<file path="config.mk">
export PLATFORM = sky130hd
export DESIGN_NAME = jtg_tap_top
export DESIGN_NICKNAME = d
export VERILOG_FILES = /design/src/logic/jtg_pkg.sv /design/src/logic/jtg_tap_fsm.sv /design/src/logic/jtg_bsr.sv /design/src/logic/jtg_tap_top.sv
export SDC_FILE = /design/constraint.sdc
export NUM_CORES = 1
export LEC_CHECK = 0
export BUFFER_PORTS_ARGS = -buffer_cell sky130_fd_sc_hd__buf_2
export CAP_MARGIN = 25
export CORE_AREA = 2 2 227 206
export DETAILED_ROUTE_END_ITERATION = 16
export DIE_AREA = 0 0 229 208
export MAX_ROUTING_LAYER = met4
export PLACE_DENSITY_LB_ADDON = 0.08
export SYNTH_ARGS = -nofsm -noshare
export SYNTH_HDL_FRONTEND = slang
export SYNTH_SLANG_ARGS = --single-unit
</file>
<file path="constraint.sdc">
create_clock -name clk_i -period 2.2 [get_ports clk_i]
set_input_delay 0.11 -clock clk_i [delete_from_list [all_inputs] [get_ports clk_i]]
set_output_delay 0.11 -clock clk_i [all_outputs]
set_load 0.02 [all_outputs]
</file>
<file path="src/logic/jtg_pkg.sv">
// shared types and constants for the boundary-scan test access port
package jtg_pkg;

    // boundary-scan chain layout, cell 0 is nearest the serial output
    localparam int BSR_LEN = 365;
    localparam int CELL_RX_FAST_LINK_DATA_CLOCK = 364;
    localparam int CELL_RX_FAST_LINK_FRAME_PULSE_N = 363;
    localparam int CELL_RX_FAST_LINK_FRAME_CLOCK = 362;
    localparam int OUT_BASE = 0;
    localparam int NUM_OUT = 8;
    localparam int IO_BASE = 8;
    localparam int NUM_IO = 8;
    localparam int OEN_CELL = 16;
    localparam int LOGIC0_LO = 17;
    localparam int LOGIC0_HI = 281;
    localparam int LOGIC1_LO = 282;
    localparam int LOGIC1_HI = 285;
    localparam int UNCONN_LO = 286;
    localparam int UNCONN_HI = 287;
    localparam int IN_BASE = 288;
    localparam int NUM_IN = 77;

    // identification code, also loaded into the top input cells
    localparam int ID_W = 32;
    localparam int ID_BASE = 333;

    // instruction register
    localparam int IR_W = 3;
    localparam logic [IR_W-1:0] OP_EXTEST = 3'h0;
    localparam logic [IR_W-1:0] OP_SAMPLE = 3'h1;
    localparam logic [IR_W-1:0] OP_IDCODE = 3'h2;
    localparam logic [IR_W-1:0] OP_STCTEST = 3'h3;
    localparam logic [IR_W-1:0] OP_INTEST = 3'h4;
    localparam logic [IR_W-1:0] OP_BYPASS = 3'h7;
    localparam logic [IR_W-1:0] IR_CAPTURE_VAL = 3'h1;

    typedef enum logic [3:0] {
        ST_RESET, ST_IDLE,
        ST_SEL_DR, ST_CAP_DR, ST_SHIFT_DR, ST_EXIT1_DR,
        ST_PAUSE_DR, ST_EXIT2_DR, ST_UPD_DR,
        ST_SEL_IR, ST_CAP_IR, ST_SHIFT_IR, ST_EXIT1_IR,
        ST_PAUSE_IR, ST_EXIT2_IR, ST_UPD_IR
    } jtg_tap_state_t;

    typedef enum logic [2:0] {
        CK_IN, CK_OUT, CK_IO, CK_OEN, CK_LOGIC0, CK_LOGIC1, CK_UNCONN
    } jtg_cell_kind_t;

    typedef enum logic [1:0] {
        SEL_BYPASS, SEL_ID, SEL_BSR
    } jtg_dr_sel_t;

    // test pins as sampled from the board
    typedef struct packed {
        logic tck;
        logic tms;
        logic tdi;
        logic trst_n;
    } jtg_tap_pins_t;

    // one-cycle data-register strobes
    typedef struct packed {
        logic capture;
        logic shift;
        logic update;
    } jtg_dr_ctl_t;

    function automatic jtg_cell_kind_t jtg_cell_kind(input int idx);
        if (idx >= IN_BASE) begin
            return CK_IN;
        end else if (idx >= UNCONN_LO) begin
            return CK_UNCONN;
        end else if (idx >= LOGIC1_LO) begin
            return CK_LOGIC1;
        end else if (idx >= LOGIC0_LO) begin
            return CK_LOGIC0;
        end else if (idx == OEN_CELL) begin
            return CK_OEN;
        end else if (idx >= IO_BASE) begin
            return CK_IO;
        end else begin
            return CK_OUT;
        end
    endfunction

endpackage

</file>
<file path="src/logic/jtg_tap_fsm.sv">
// sixteen-state test access port controller
`timescale 1ns/1ps
module jtg_tap_fsm
    import jtg_pkg::*;
(
    // clock and reset
    input wire logic clk_i,
    input wire logic rst_i,
    // sampled test clock edge and mode select
    input wire logic tck_rise_i,
    input wire logic tms_i,
    // controller state
    output jtg_tap_state_t state_o
);

    jtg_tap_state_t state_q;
    jtg_tap_state_t state_d;

    always_comb begin
        state_d = state_q;
        case (state_q)
            ST_RESET: state_d = tms_i ? ST_RESET : ST_IDLE;
            ST_IDLE: state_d = tms_i ? ST_SEL_DR : ST_IDLE;
            ST_SEL_DR: state_d = tms_i ? ST_SEL_IR : ST_CAP_DR;
            ST_CAP_DR: state_d = tms_i ? ST_EXIT1_DR : ST_SHIFT_DR;
            ST_SHIFT_DR: state_d = tms_i ? ST_EXIT1_DR : ST_SHIFT_DR;
            ST_EXIT1_DR: state_d = tms_i ? ST_UPD_DR : ST_PAUSE_DR;
            ST_PAUSE_DR: state_d = tms_i ? ST_EXIT2_DR : ST_PAUSE_DR;
            ST_EXIT2_DR: state_d = tms_i ? ST_UPD_DR : ST_SHIFT_DR;
            ST_UPD_DR: state_d = tms_i ? ST_SEL_DR : ST_IDLE;
            ST_SEL_IR: state_d = tms_i ? ST_RESET : ST_CAP_IR;
            ST_CAP_IR: state_d = tms_i ? ST_EXIT1_IR : ST_SHIFT_IR;
            ST_SHIFT_IR: state_d = tms_i ? ST_EXIT1_IR : ST_SHIFT_IR;
            ST_EXIT1_IR: state_d = tms_i ? ST_UPD_IR : ST_PAUSE_IR;
            ST_PAUSE_IR: state_d = tms_i ? ST_EXIT2_IR : ST_PAUSE_IR;
            ST_EXIT2_IR: state_d = tms_i ? ST_UPD_IR : ST_SHIFT_IR;
            ST_UPD_IR: state_d = tms_i ? ST_SEL_DR : ST_IDLE;
            default: state_d = ST_RESET;
        endcase
    end

    // five high mode-select edges reach reset from any state
    always_ff @(posedge clk_i) begin
        if (rst_i) begin
            state_q <= ST_RESET;
        end else if (tck_rise_i) begin
            state_q <= state_d;
        end
    end

    assign state_o = state_q;

endmodule

</file>
<file path="src/logic/jtg_bsr.sv">
// boundary-scan shift stages with their parallel output latches
`timescale 1ns/1ps
module jtg_bsr
    import jtg_pkg::*;
(
    // clock and reset
    input wire logic clk_i,
    input wire logic rst_i,
    // strobes and serial input
    input jtg_dr_ctl_t ctl_i,
    input wire logic tdi_i,
    // parallel capture values, one per cell
    input wire logic [BSR_LEN-1:0] cap_i,
    // serial output and latched pattern
    output logic serial_o,
    output logic [BSR_LEN-1:0] upd_o
);

    logic [BSR_LEN-1:0] shift_q;
    logic [BSR_LEN-1:0] upd_q;

    // the top cell takes the serial input, so it sits next to it
    always_ff @(posedge clk_i) begin
        if (rst_i) begin
            shift_q <= '0;
        end else if (ctl_i.capture) begin
            shift_q <= cap_i;
        end else if (ctl_i.shift) begin
            shift_q <= {tdi_i, shift_q[BSR_LEN-1:1]};
        end
    end

    // the latches only move on update, so outputs hold during shifting
    always_ff @(posedge clk_i) begin
        if (rst_i) begin
            upd_q <= '0;
        end else if (ctl_i.update) begin
            upd_q <= shift_q;
        end
    end

    assign serial_o = shift_q[0];
    assign upd_o = upd_q;

endmodule

</file>
<file path="src/logic/jtg_tap_top.sv">
// boundary-scan test access port: pin sampling, registers and chain
//
// Overview of operation
// - fast-link data clock observer cell 364 is the stage next to tdi
// - an output-enable cell holding one tristates the pins it controls
// - tied cells observe a fixed zero or one
// - unbonded cells stay in chain; their capture equals their own output
// - data-register scan clock follows tck only in capture and shift data
// - active-low test reset forces the controller into reset
// - tck samples tdi and drives tdo
// - controller advances only on rising test clock edges
// - every state change depends only on the mode select input
// - controller state produces the load strobes for all registers
// - current instruction picks the operation and the data register
// - bypass gives exactly one stage between tdi and tdo
// - identification register reads out a fixed code serially
// - chain sits in series with all pins so inputs are sampled
// - patterns shifted into the chain can drive every output
// - five high mode-select clocks reach reset, which loads identify
// - shift states move registers one stage toward the lsb per edge
// - update-data loads output latches on the falling test clock
`timescale 1ns/1ps
module jtg_tap_top
    import jtg_pkg::*;
#(
    // identification code, value arbitrary
    parameter logic [ID_W-1:0] ID_CODE = 32'h0000_1001
) (
    // clock and reset
    input wire logic clk_i,
    input wire logic rst_i,
    // test access pins
    input wire logic tck_i,
    input wire logic tms_i,
    input wire logic tdi_i,
    input wire logic trst_n_i,
    output logic tdo_o,
    output logic tdo_oe_n_o,
    // scan clock handed to the cells
    output logic data_reg_scan_clock_o,
    // device pads
    input wire logic [NUM_IN-1:0] pad_in_i,
    output logic [NUM_OUT-1:0] out_pad_o,
    input wire logic [NUM_IO-1:0] io_pad_i,
    output logic [NUM_IO-1:0] io_pad_o,
    output logic [NUM_IO-1:0] io_pad_oe_n_o,
    // core side of the pads
    output logic [NUM_IN-1:0] core_in_o,
    input wire logic [NUM_OUT-1:0] core_out_i,
    input wire logic [NUM_IO-1:0] core_io_out_i,
    input wire logic core_io_oe_n_i,
    output logic [NUM_IO-1:0] core_io_in_o,
    // status
    output jtg_tap_state_t tap_state_o,
    output logic [IR_W-1:0] instr_o
);

    // ------------------------------------------------------------------
    // pin sampling: two stages, then an edge finder on the test clock
    // ------------------------------------------------------------------
    jtg_tap_pins_t pins_raw;
    jtg_tap_pins_t pins_meta_q;
    jtg_tap_pins_t pins_q;
    logic tck_prev_q;
    logic tck_rise;
    logic tck_fall;
    logic tap_rst;

    logic [NUM_IN-1:0] pad_in_meta_q;
    logic [NUM_IN-1:0] pad_in_q;
    logic [NUM_IO-1:0] io_pad_meta_q;
    logic [NUM_IO-1:0] io_pad_q;

    assign pins_raw = '{tck: tck_i, tms: tms_i, tdi: tdi_i,
                        trst_n: trst_n_i};

    // tms and tdi share the tck path length so they line up with its edges
    always_ff @(posedge clk_i) begin
        if (rst_i) begin
            pins_meta_q <= '{tck: 1'b0, tms: 1'b1, tdi: 1'b0,
                             trst_n: 1'b0};
            pins_q <= '{tck: 1'b0, tms: 1'b1, tdi: 1'b0, trst_n: 1'b0};
            tck_prev_q <= 1'b0;
        end else begin
            pins_meta_q <= pins_raw;
            pins_q <= pins_meta_q;
            tck_prev_q <= pins_q.tck;
        end
    end

    always_ff @(posedge clk_i) begin
        if (rst_i) begin
            pad_in_meta_q <= '0;
            pad_in_q <= '0;
            io_pad_meta_q <= '0;
            io_pad_q <= '0;
        end else begin
            pad_in_meta_q <= pad_in_i;
            pad_in_q <= pad_in_meta_q;
            io_pad_meta_q <= io_pad_i;
            io_pad_q <= io_pad_meta_q;
        end
    end

    assign tck_rise = pins_q.tck & ~tck_prev_q;
    assign tck_fall = ~pins_q.tck & tck_prev_q;
    // the test reset is a pin, so it is only seen after the two stages
    assign tap_rst = rst_i | ~pins_q.trst_n;

    // ------------------------------------------------------------------
    // controller
    // ------------------------------------------------------------------
    jtg_tap_state_t state;

    jtg_tap_fsm u_fsm (
        .clk_i(clk_i),
        .rst_i(tap_rst),
        .tck_rise_i(tck_rise),
        .tms_i(pins_q.tms),
        .state_o(state)
    );

    logic in_cap_dr;
    logic in_shift_dr;
    logic in_upd_dr;
    logic in_cap_ir;
    logic in_shift_ir;
    logic in_upd_ir;

    assign in_cap_dr = (state == ST_CAP_DR);
    assign in_shift_dr = (state == ST_SHIFT_DR);
    assign in_upd_dr = (state == ST_UPD_DR);
    assign in_cap_ir = (state == ST_CAP_IR);
    assign in_shift_ir = (state == ST_SHIFT_IR);
    assign in_upd_ir = (state == ST_UPD_IR);

    // capture and shift act on the rising edge that leaves the state
    jtg_dr_ctl_t dr_ctl;
    assign dr_ctl = '{capture: tck_rise & in_cap_dr,
                      shift: tck_rise & in_shift_dr,
                      update: tck_fall & in_upd_dr};

    // ------------------------------------------------------------------
    // instruction register and decode
    // ------------------------------------------------------------------
    logic [IR_W-1:0] ir_shift_q;
    logic [IR_W-1:0] ir_q;
    jtg_dr_sel_t dr_sel;
    logic mode_extest;
    logic mode_intest;
    logic mode_stctest;

    always_ff @(posedge clk_i) begin
        if (tap_rst) begin
            ir_shift_q <= IR_CAPTURE_VAL;
        end else if (tck_rise && in_cap_ir) begin
            ir_shift_q <= IR_CAPTURE_VAL;
        end else if (tck_rise && in_shift_ir) begin
            ir_shift_q <= {pins_q.tdi, ir_shift_q[IR_W-1:1]};
        end
    end

    // new instruction lands on the falling edge inside update-ir
    always_ff @(posedge clk_i) begin
        if (tap_rst || state == ST_RESET) begin
            ir_q <= OP_IDCODE;
        end else if (tck_fall && in_upd_ir) begin
            ir_q <= ir_shift_q;
        end
    end

    always_comb begin
        dr_sel = SEL_BYPASS;
        mode_extest = 1'b0;
        mode_intest = 1'b0;
        mode_stctest = 1'b0;
        case (ir_q)
            OP_EXTEST: begin
                dr_sel = SEL_BSR;
                mode_extest = 1'b1;
            end
            OP_SAMPLE: begin
                dr_sel = SEL_BSR;
            end
            OP_IDCODE: begin
                dr_sel = SEL_ID;
            end
            OP_STCTEST: begin
                dr_sel = SEL_BSR;
                mode_stctest = 1'b1;
            end
            OP_INTEST: begin
                dr_sel = SEL_BSR;
                mode_intest = 1'b1;
            end
            default: begin
                dr_sel = SEL_BYPASS;
            end
        endcase
    end

    // ------------------------------------------------------------------
    // bypass and identification registers
    // ------------------------------------------------------------------
    logic bypass_q;
    logic [ID_W-1:0] id_shift_q;

    always_ff @(posedge clk_i) begin
        if (tap_rst) begin
            bypass_q <= 1'b0;
        end else if (dr_sel == SEL_BYPASS && dr_ctl.capture) begin
            bypass_q <= 1'b0;
        end else if (dr_sel == SEL_BYPASS && dr_ctl.shift) begin
            bypass_q <= pins_q.tdi;
        end
    end

    always_ff @(posedge clk_i) begin
        if (tap_rst) begin
            id_shift_q <= ID_CODE;
        end else if (dr_sel == SEL_ID && dr_ctl.capture) begin
            id_shift_q <= ID_CODE;
        end else if (dr_sel == SEL_ID && dr_ctl.shift) begin
            id_shift_q <= {pins_q.tdi, id_shift_q[ID_W-1:1]};
        end
    end

    // ------------------------------------------------------------------
    // boundary-scan chain: per-cell capture source
    // ------------------------------------------------------------------
    logic [BSR_LEN-1:0] bsr_cap;
    logic [BSR_LEN-1:0] bsr_upd;
    logic bsr_serial;
    jtg_dr_ctl_t bsr_ctl;

    for (genvar i = 0; i < BSR_LEN; i++) begin : g_cell
        localparam jtg_cell_kind_t KIND = jtg_cell_kind(i);
        if (KIND == CK_IN && i >= ID_BASE) begin : g_in_id
            assign bsr_cap[i] = mode_stctest ? ID_CODE[i-ID_BASE]
                                             : pad_in_q[i-IN_BASE];
        end else if (KIND == CK_IN) begin : g_in
            assign bsr_cap[i] = pad_in_q[i-IN_BASE];
        end else if (KIND == CK_OUT) begin : g_out
            assign bsr_cap[i] = core_out_i[i-OUT_BASE];
        end else if (KIND == CK_IO) begin : g_io
            // internal test looks at the core, otherwise at the pad
            assign bsr_cap[i] = mode_intest ? core_io_out_i[i-IO_BASE]
                                            : io_pad_q[i-IO_BASE];
        end else if (KIND == CK_OEN) begin : g_oen
            assign bsr_cap[i] = core_io_oe_n_i;
        end else if (KIND == CK_LOGIC0) begin : g_zero
            assign bsr_cap[i] = 1'b0;
        end else if (KIND == CK_LOGIC1) begin : g_one
            assign bsr_cap[i] = 1'b1;
        end else begin : g_unconn
            // unbonded pad always drives, so its input is its own output
            assign bsr_cap[i] = bsr_upd[i];
        end
    end

    assign bsr_ctl = '{capture: dr_ctl.capture & (dr_sel == SEL_BSR),
                       shift: dr_ctl.shift & (dr_sel == SEL_BSR),
                       update: dr_ctl.update & (dr_sel == SEL_BSR)};

    jtg_bsr u_bsr (
        .clk_i(clk_i),
        .rst_i(tap_rst),
        .ctl_i(bsr_ctl),
        .tdi_i(pins_q.tdi),
        .cap_i(bsr_cap),
        .serial_o(bsr_serial),
        .upd_o(bsr_upd)
    );

    // ------------------------------------------------------------------
    // pad and core multiplexing
    // ------------------------------------------------------------------
    always_ff @(posedge clk_i) begin
        if (tap_rst) begin
            out_pad_o <= '0;
            io_pad_o <= '0;
            io_pad_oe_n_o <= '1;
        end else if (mode_extest) begin
            out_pad_o <= bsr_upd[OUT_BASE +: NUM_OUT];
            io_pad_o <= bsr_upd[IO_BASE +: NUM_IO];
            io_pad_oe_n_o <= {NUM_IO{bsr_upd[OEN_CELL]}};
        end else begin
            out_pad_o <= core_out_i;
            io_pad_o <= core_io_out_i;
            io_pad_oe_n_o <= {NUM_IO{core_io_oe_n_i}};
        end
    end

    always_ff @(posedge clk_i) begin
        if (tap_rst) begin
            core_in_o <= '0;
            core_io_in_o <= '0;
        end else if (mode_intest) begin
            core_in_o <= bsr_upd[IN_BASE +: NUM_IN];
            core_io_in_o <= bsr_upd[IO_BASE +: NUM_IO];
        end else begin
            core_in_o <= pad_in_q;
            core_io_in_o <= io_pad_q;
        end
    end

    // ------------------------------------------------------------------
    // serial output and scan clock
    // ------------------------------------------------------------------
    logic tdo_d;

    always_comb begin
        tdo_d = 1'b0;
        if (in_shift_ir) begin
            tdo_d = ir_shift_q[0];
        end else if (dr_sel == SEL_ID) begin
            tdo_d = id_shift_q[0];
        end else if (dr_sel == SEL_BSR) begin
            tdo_d = bsr_serial;
        end else begin
            tdo_d = bypass_q;
        end
    end

    // tdo moves half a test clock after the shift so the board samples
    // a settled value on its next rising edge
    always_ff @(posedge clk_i) begin
        if (tap_rst) begin
            tdo_o <= 1'b0;
            tdo_oe_n_o <= 1'b1;
        end else if (tck_fall) begin
            tdo_o <= tdo_d;
            tdo_oe_n_o <= ~(in_shift_dr | in_shift_ir);
        end
    end

    // the scan clock freezes at its last level outside capture and shift
    always_ff @(posedge clk_i) begin
        if (rst_i) begin
            data_reg_scan_clock_o <= 1'b0;
        end else if (in_cap_dr || in_shift_dr) begin
            data_reg_scan_clock_o <= pins_q.tck;
        end
    end

    assign tap_state_o = state;
    assign instr_o = ir_q;

endmodule

</file>
# After elaboration in Yosys (flattened, before gate mapping)
# Index checks and enable logic that the tools add are counted.
# W data, S select, Z words.
dict set report totals {
  regBits 1064
  in_bits 108
  out_inout_bits 119
  word_cells 152
}
dict set report op_classes {
  n_eq_ne 21
  n_mux 67
  bitwise 14
  n_reduce_logical 21
}
# operator count
set op_table {}
lappend op_table {{$mux W365} 2}
lappend op_table {{$mux W77} 1}
lappend op_table {{$mux W1} 49}
lappend op_table {{$pmux W4 S12} 1}
lappend op_table {{$eq A4 B4 Y1 const B} 8}
lappend op_table {{$mux W8} 4}
lappend op_table {{$eq A4 B3 Y1 const B} 4}
lappend op_table {{$mux W4} 4}
lappend op_table {{$reduce_or A2 Y1} 6}
lappend op_table {{$and A1 B1 Y1} 8}
lappend op_table {{$eq A4 B2 Y1 const B} 2}
lappend op_table {{$logic_and A1 B1 Y1} 7}
lappend op_table {{$eq A3 B2 Y1 const B} 2}
lappend op_table {{$mux W2} 3}
lappend op_table {{$mux W3} 2}
lappend op_table {{$eq A4 B1 Y1 const B} 1}
lappend op_table {{$logic_not A4 Y1} 1}
lappend op_table {{$not A1 Y1} 4}
lappend op_table {{$pmux W2 S2} 1}
lappend op_table {{$reduce_or A4 Y1} 1}
lappend op_table {{$eq A3 B1 Y1 const B} 1}
lappend op_table {{$eq A3 B3 Y1 const B} 1}
lappend op_table {{$logic_not A3 Y1} 1}
lappend op_table {{$reduce_or A3 Y1} 1}
lappend op_table {{other kinds (6)} 8}

# Depth between registers and ports, before layout
dict set report depth {
  ltp_word 7
  mapped_depth 8
  ltp_nobuf 4
}

# Hierarchy
# A second synthesis with hierarchy kept.
dict set report hier_totals {
  cells_unflattened 3908
  area_unflattened_um2 40894.2
}
# mod n_inst cells_per_inst area_per_inst_um2 seq_area_each_um2
set modules_own_cells {}
lappend modules_own_cells {jtg_bsr 1 2800 30229.0 14614.0}
lappend modules_own_cells {jtg_tap_top 1 1065 10304.9 6466.2}
lappend modules_own_cells {jtg_tap_fsm 1 43 360.3 80.1}

# Worst setup path after synthesis
# OpenSTA, ideal clock, no wires.
dict set report synth_path {
  kind {reg-to-reg}
  startpoint {register u_fsm.state_q[2] (netlist: u_fsm.state_o[2])}
  endpoint {register u_bsr.shift_q[15]}
  setup_time_ps 122
  arrival_time_ps 1915
  required_time_ps 2078
  path_slack_ps 164
  path_stages_with_launch 7
  path_buffers 2
  period_less_slack_ps 2036
  path_cell_list {dfxtp_1 buf_2 or3b_4 a211oi_4 nor2_2 buf_6 a221o_1}
}
dict set report synth_between {
  elab_chain_cells 4
  elab_cells_between_ends 8
  classes_between {eq/ne (2); mux (1); bitwise (4); reduce/logical (1)}
}
# item line_no
set synth_lines {}
lappend synth_lines {{start: declaration} jtg_tap_fsm.sv:16} ;# jtg_tap_state_t state_q;
lappend synth_lines {{start signal: assignment} jtg_tap_fsm.sv:47} ;# state_q <= state_d;
lappend synth_lines {{$eq A4 B2 Y1 / $eq A4 B3 Y1 (equally long branches)} {jtg_tap_top.sv:130, jtg_tap_top.sv:131}}
lappend synth_lines {{$and A1 B1 Y1 (on tied branches)} {jtg_tap_top.sv:139, jtg_tap_top.sv:140}}
lappend synth_lines {{$and A1 B1 Y1 (on tied branches)} {jtg_tap_top.sv:261, jtg_tap_top.sv:262}}
lappend synth_lines {{$mux W365 / $reduce_bool A2 Y1 (equally long branches)} -}
lappend synth_lines {{end signal: assignment} jtg_bsr.sv:27} ;# shift_q <= cap_i;
lappend synth_lines {{end signal: assignment} jtg_bsr.sv:29} ;# shift_q <= {tdi_i, shift_q[BSR_LEN-1:1]};
lappend synth_lines {{end: declaration} jtg_bsr.sv:19} ;# logic [BSR_LEN-1:0] shift_q;
# Parallel ways exist; a longest one is shown, timed or not.
# A chain may end at the register's enable or synchronous reset.

# Final worst setup path
dict set report layout_path {
  startpoint {register u_fsm.state_q[3] (netlist: u_fsm.state_o[3])}
  endpoint {register u_bsr.shift_q[126]}
}
dict set report layout_between {
  elab_chain_cells 4
  elab_cells_between_ends 7
  classes_between {eq/ne (2); bitwise (4); reduce/logical (1)}
}
# item line_no
set layout_lines {}
lappend layout_lines {{$eq A4 B2 Y1} jtg_tap_top.sv:130} ;# assign in_cap_dr = (state == ST_CAP_DR);
lappend layout_lines {{$and A1 B1 Y1} jtg_tap_top.sv:139} ;# assign dr_ctl = '{capture: tck_rise & in_cap_dr,
lappend layout_lines {{$and A1 B1 Y1} jtg_tap_top.sv:261} ;# assign bsr_ctl = '{capture: dr_ctl.capture & (dr_sel == SEL_BSR),
lappend layout_lines {{$reduce_or A2 Y1 (no line)} -}
# Parallel ways exist; a longest one is shown, timed or not.

==> run_results.csv <==
group,metric,value,unit
clocking,clock-root-buffer,"clkbuf_16",
setup_path,worstRegToRegCells,6,
synthesis,synth.avg_cell_area,8.63,um2
setup_path,crit_fanout,43,
power_and_ir_drop,p_per_area,881,nW/um2
synthesis,synth-compound-area-share,0.162,
final_layout,final.fill_count,3498,
die,start_util,0.586,
setup_path,r2r-start,"u_fsm.state_o[3]",
final_layout,layout-drive-gt1-share,0.130,
min_path,worstHoldPathCells,3,
final_layout,syn2layout_area_growth,20.7,%
routing,drc_errors,0,
placement,gp_congestion,0.839,
grt,grt_max_degree,181,
routing,detail_route.iter0.violations,1734,
clocking,cts.sinks,788,
setup_path,ff2ff_setup_slack,0.17,ns
placement,place_ws,0.212,ns
die,die_w,229,um
synthesis,synth_edf_count,0,
min_path,worstHoldStart,"pad_in_i[38]",
synthesis,syn-num-nets,3176,
flow_run,drv_cap,0,
sta,finalCriticalPeriod,2.03,ns
min_path,hold_class,"input port to flop",
clocking,cts_resized,0,
grt,grt_pass1_vias,20100,
die,core,45200,um2
sta,setup_viol,0,
routing,vias_per_cell,5.34,
synthesis,yosysWarnings,0,
routing,ant_nets,0,
setup_path,arrival,2.55,ns
die,fp-row-count,74,
placement,place_area,28400,um2
routing,post_drt_wl_per_cell,15.0,um
setup_path,startpoint_type,"flop",
synthesis,synthMuxAreaShare,0.00231,
power_and_ir_drop,power,28.1,mW
synthesis,synth_area,26500,um2
placement,dp_cells,3729,
synthesis,yosys.area_share.simple,0.200,
synthesis,synth_fa_ha_area_frac,0,
final_layout,fin_util,0.707,
synthesis,ys_ff_latch,788,
sta,tightest_slew,0.824,ns
clocking,cts_max_level,3,
outcome,status,"finished clean",
placement,hpwl,34.7,mm
clocking,clk_pin_slew,0.06,ns
routing,wl,59.5,mm
synthesis,synth_top_family_by_area,"simple AND/OR/NAND/NOR gates",
die,ioPinCount,227,
sta,rsz0062_at_grt,"false",
die,die_area,47600,um2
final_layout,fin_nets,3413,
final_layout,fin_area,32000,um2
sta,slew_viol_final,0,
sta,relSlewSlack,0.451,
clocking,clock_path_buffers,3,
clocking,cts_buffers,75,
synthesis,synthArstFlopShare,0,
routing,first_pass_iters,6,
min_path,min_to,"pad_in_meta_q[38]",
synthesis,synth.distinct_cells,50,
grt,antenna_found_initial,1,
final_layout,seqCellArea,15800,um2
die,die_h,208,um
setup_path,worstSetupEndpointType,"flop",
routing,num_vias,21200,
sta,hold_viol,0,
sta,hold_slack,0.239,ns
synthesis,yosysSeqAreaShare,0.596,
placement,port_buffers,226,
setup_path,worstSetupPathType,"flop to flop",
grt,grt_first_pass_wirelength,97.8,mm
final_layout,layoutNonFillerInstCount,3974,
grt,overflow,0,
synthesis,syn_inst,3068,
sta,fmax,0.492,GHz
clocking,cts_tree,"done",
grt,grt_usage,0.251,
sta,skew,0.0159,ns
sta,fin_crit_sh,0.923,
sta,setup_ws,0.169,ns
sta,setup-tns-final,0,ns
setup_path,reg2reg_to,"u_bsr.shift_q[126]",
power_and_ir_drop,peakVddDrop,657,uV
synthesis,synth_ff_type,"dfxtp_1",
final_layout,multiInputGateArea,9760,um2
setup_path,cp.required,2.72,ns
synthesis,synth-xor-area-share,0.000661,
clocking,clkLatencyLatePin,0.61,ns
power_and_ir_drop,leakagePower,11.1,nW
flip-flops by register name, indices dropped and copies added (netlist names), 3 cells and up:
| name | count |
|---|---|
| u_bsr.shift_q | 365 |
| u_bsr.upd_o | 96 |
| core_in_o | 77 |
| pad_in_meta_q | 77 |
| pad_in_q | 77 |
| id_shift_q | 32 |
| core_io_in_o | 8 |
| io_pad_meta_q | 8 |
| io_pad_o | 8 |
| io_pad_q | 8 |
| out_pad_o | 8 |
| pins_meta_q | 4 |
| pins_q | 4 |
| u_fsm.state_o | 4 |
| instr_o | 3 |
| ir_shift_q | 3 |
Yosys cell counts, types with 5 or more instances:
| library cell | number | area, um2 |
|---|---|---|
| nand2_1 | 1009 | 3790 |
| dfxtp_1 | 788 | 15800 |
| a21oi_1 | 559 | 2800 |
| nor2b_1 | 182 | 1140 |
| clkbuf_1 | 151 | 567 |
| buf_2 | 75 | 375 |
| o21ai_0 | 55 | 275 |
| o22ai_1 | 51 | 319 |
| o2bb2ai_1 | 41 | 359 |
| a22oi_1 | 39 | 293 |
| nor2_1 | 19 | 71.3 |
| buf_1 | 9 | 33.8 |
| nor3_1 | 9 | 45.0 |
| a221o_1 | 8 | 80.1 |
| buf_4 | 7 | 52.6 |
| mux2i_1 | 5 | 50.1 |
| nand3_1 | 5 | 25.0 |
repair_timing:
item                                   CTS  global route
hold buffers                           107             0
setup buffers                            0             0
endpoints found under the hold margin  129             0
layout by cell type, fill, tap and decap left out, types with 4 or more instances in the layout:
cell / n
nand2_1: 1006
dfxtp_1: 788
a21oi_1: 559
buf_2: 225
nor2b_1: 181
dlygate4sd3_1: 107
clkbuf_16: 77
o21ai_0: 55
o22ai_1: 51
o2bb2ai_1: 41
a22oi_1: 39
buf_4: 39
buf_12: 31
clkbuf_1: 20
nor2_1: 18
clkbuf_8: 18
clkinv_2: 10
a221o_1: 8
nor3_1: 7
bufinv_16: 5
nand3b_1: 4
nand3_1: 4
mux2i_1: 4
critical path, stage by stage (launching register included):
cell and delay, ns:
dfxtp_1 0.37, or3b_1 0.54, nor3_4 0.24, buf_12 0.27, buf_4 0.27, nand2_1 0.08
a21oi_1 0.15
kinds of logic after synthesis:
logic type      Yosys count
simple gates           1254
flops                   788
compound gates          772
buf+inv                 246
xor+xnor                  2
mux                       6
routing by layer:
layer / GRT usage / up-vias / part of all wire
met5: - / - / 0
met3: 0.0400 / 113 / 0.049
li1: - / 10600 / -
met1: 0.322 / 9930 / 0.45
met4: 0.0846 / 0 / 0.024
met2: 0.407 / 604 / 0.48
power breakdown:
part           internal (mW)  total, mW  switching [mW]
clock                   7.67       13.0            5.32
sequential              14.4       14.5          0.0621
combinational          0.336      0.654           0.318
total                   22.4       28.1            5.70
how the worst max path moves through the flow:
stage                          start                 end  slack, ns
global placement          instr_o[0]  u_bsr.shift_q[220]       0.25
global route        u_fsm.state_o[3]  u_bsr.shift_q[126]       0.06
CTS                 u_fsm.state_o[3]  u_bsr.shift_q[126]       0.16
floorplan           u_fsm.state_o[2]   u_bsr.shift_q[15]       0.16
detailed placement        instr_o[0]  u_bsr.shift_q[126]       0.21
finish              u_fsm.state_o[3]  u_bsr.shift_q[126]       0.17
area by class of cell:
class | instances | share of cell area
Inverter | 3 | 0.000352
Clock buffer | 115 | 0.0704
Timing Repair Buffer | 403 | 0.0977
Antenna cell | 1 | 0.0000783
Clock inverter | 22 | 0.00861
Multi-Input combinational cell | 2034 | 0.305
Tap cell | 608 | 0.0238
Sequential cell | 788 | 0.494
Note: power is estimated with default switching activity, not from simulation.
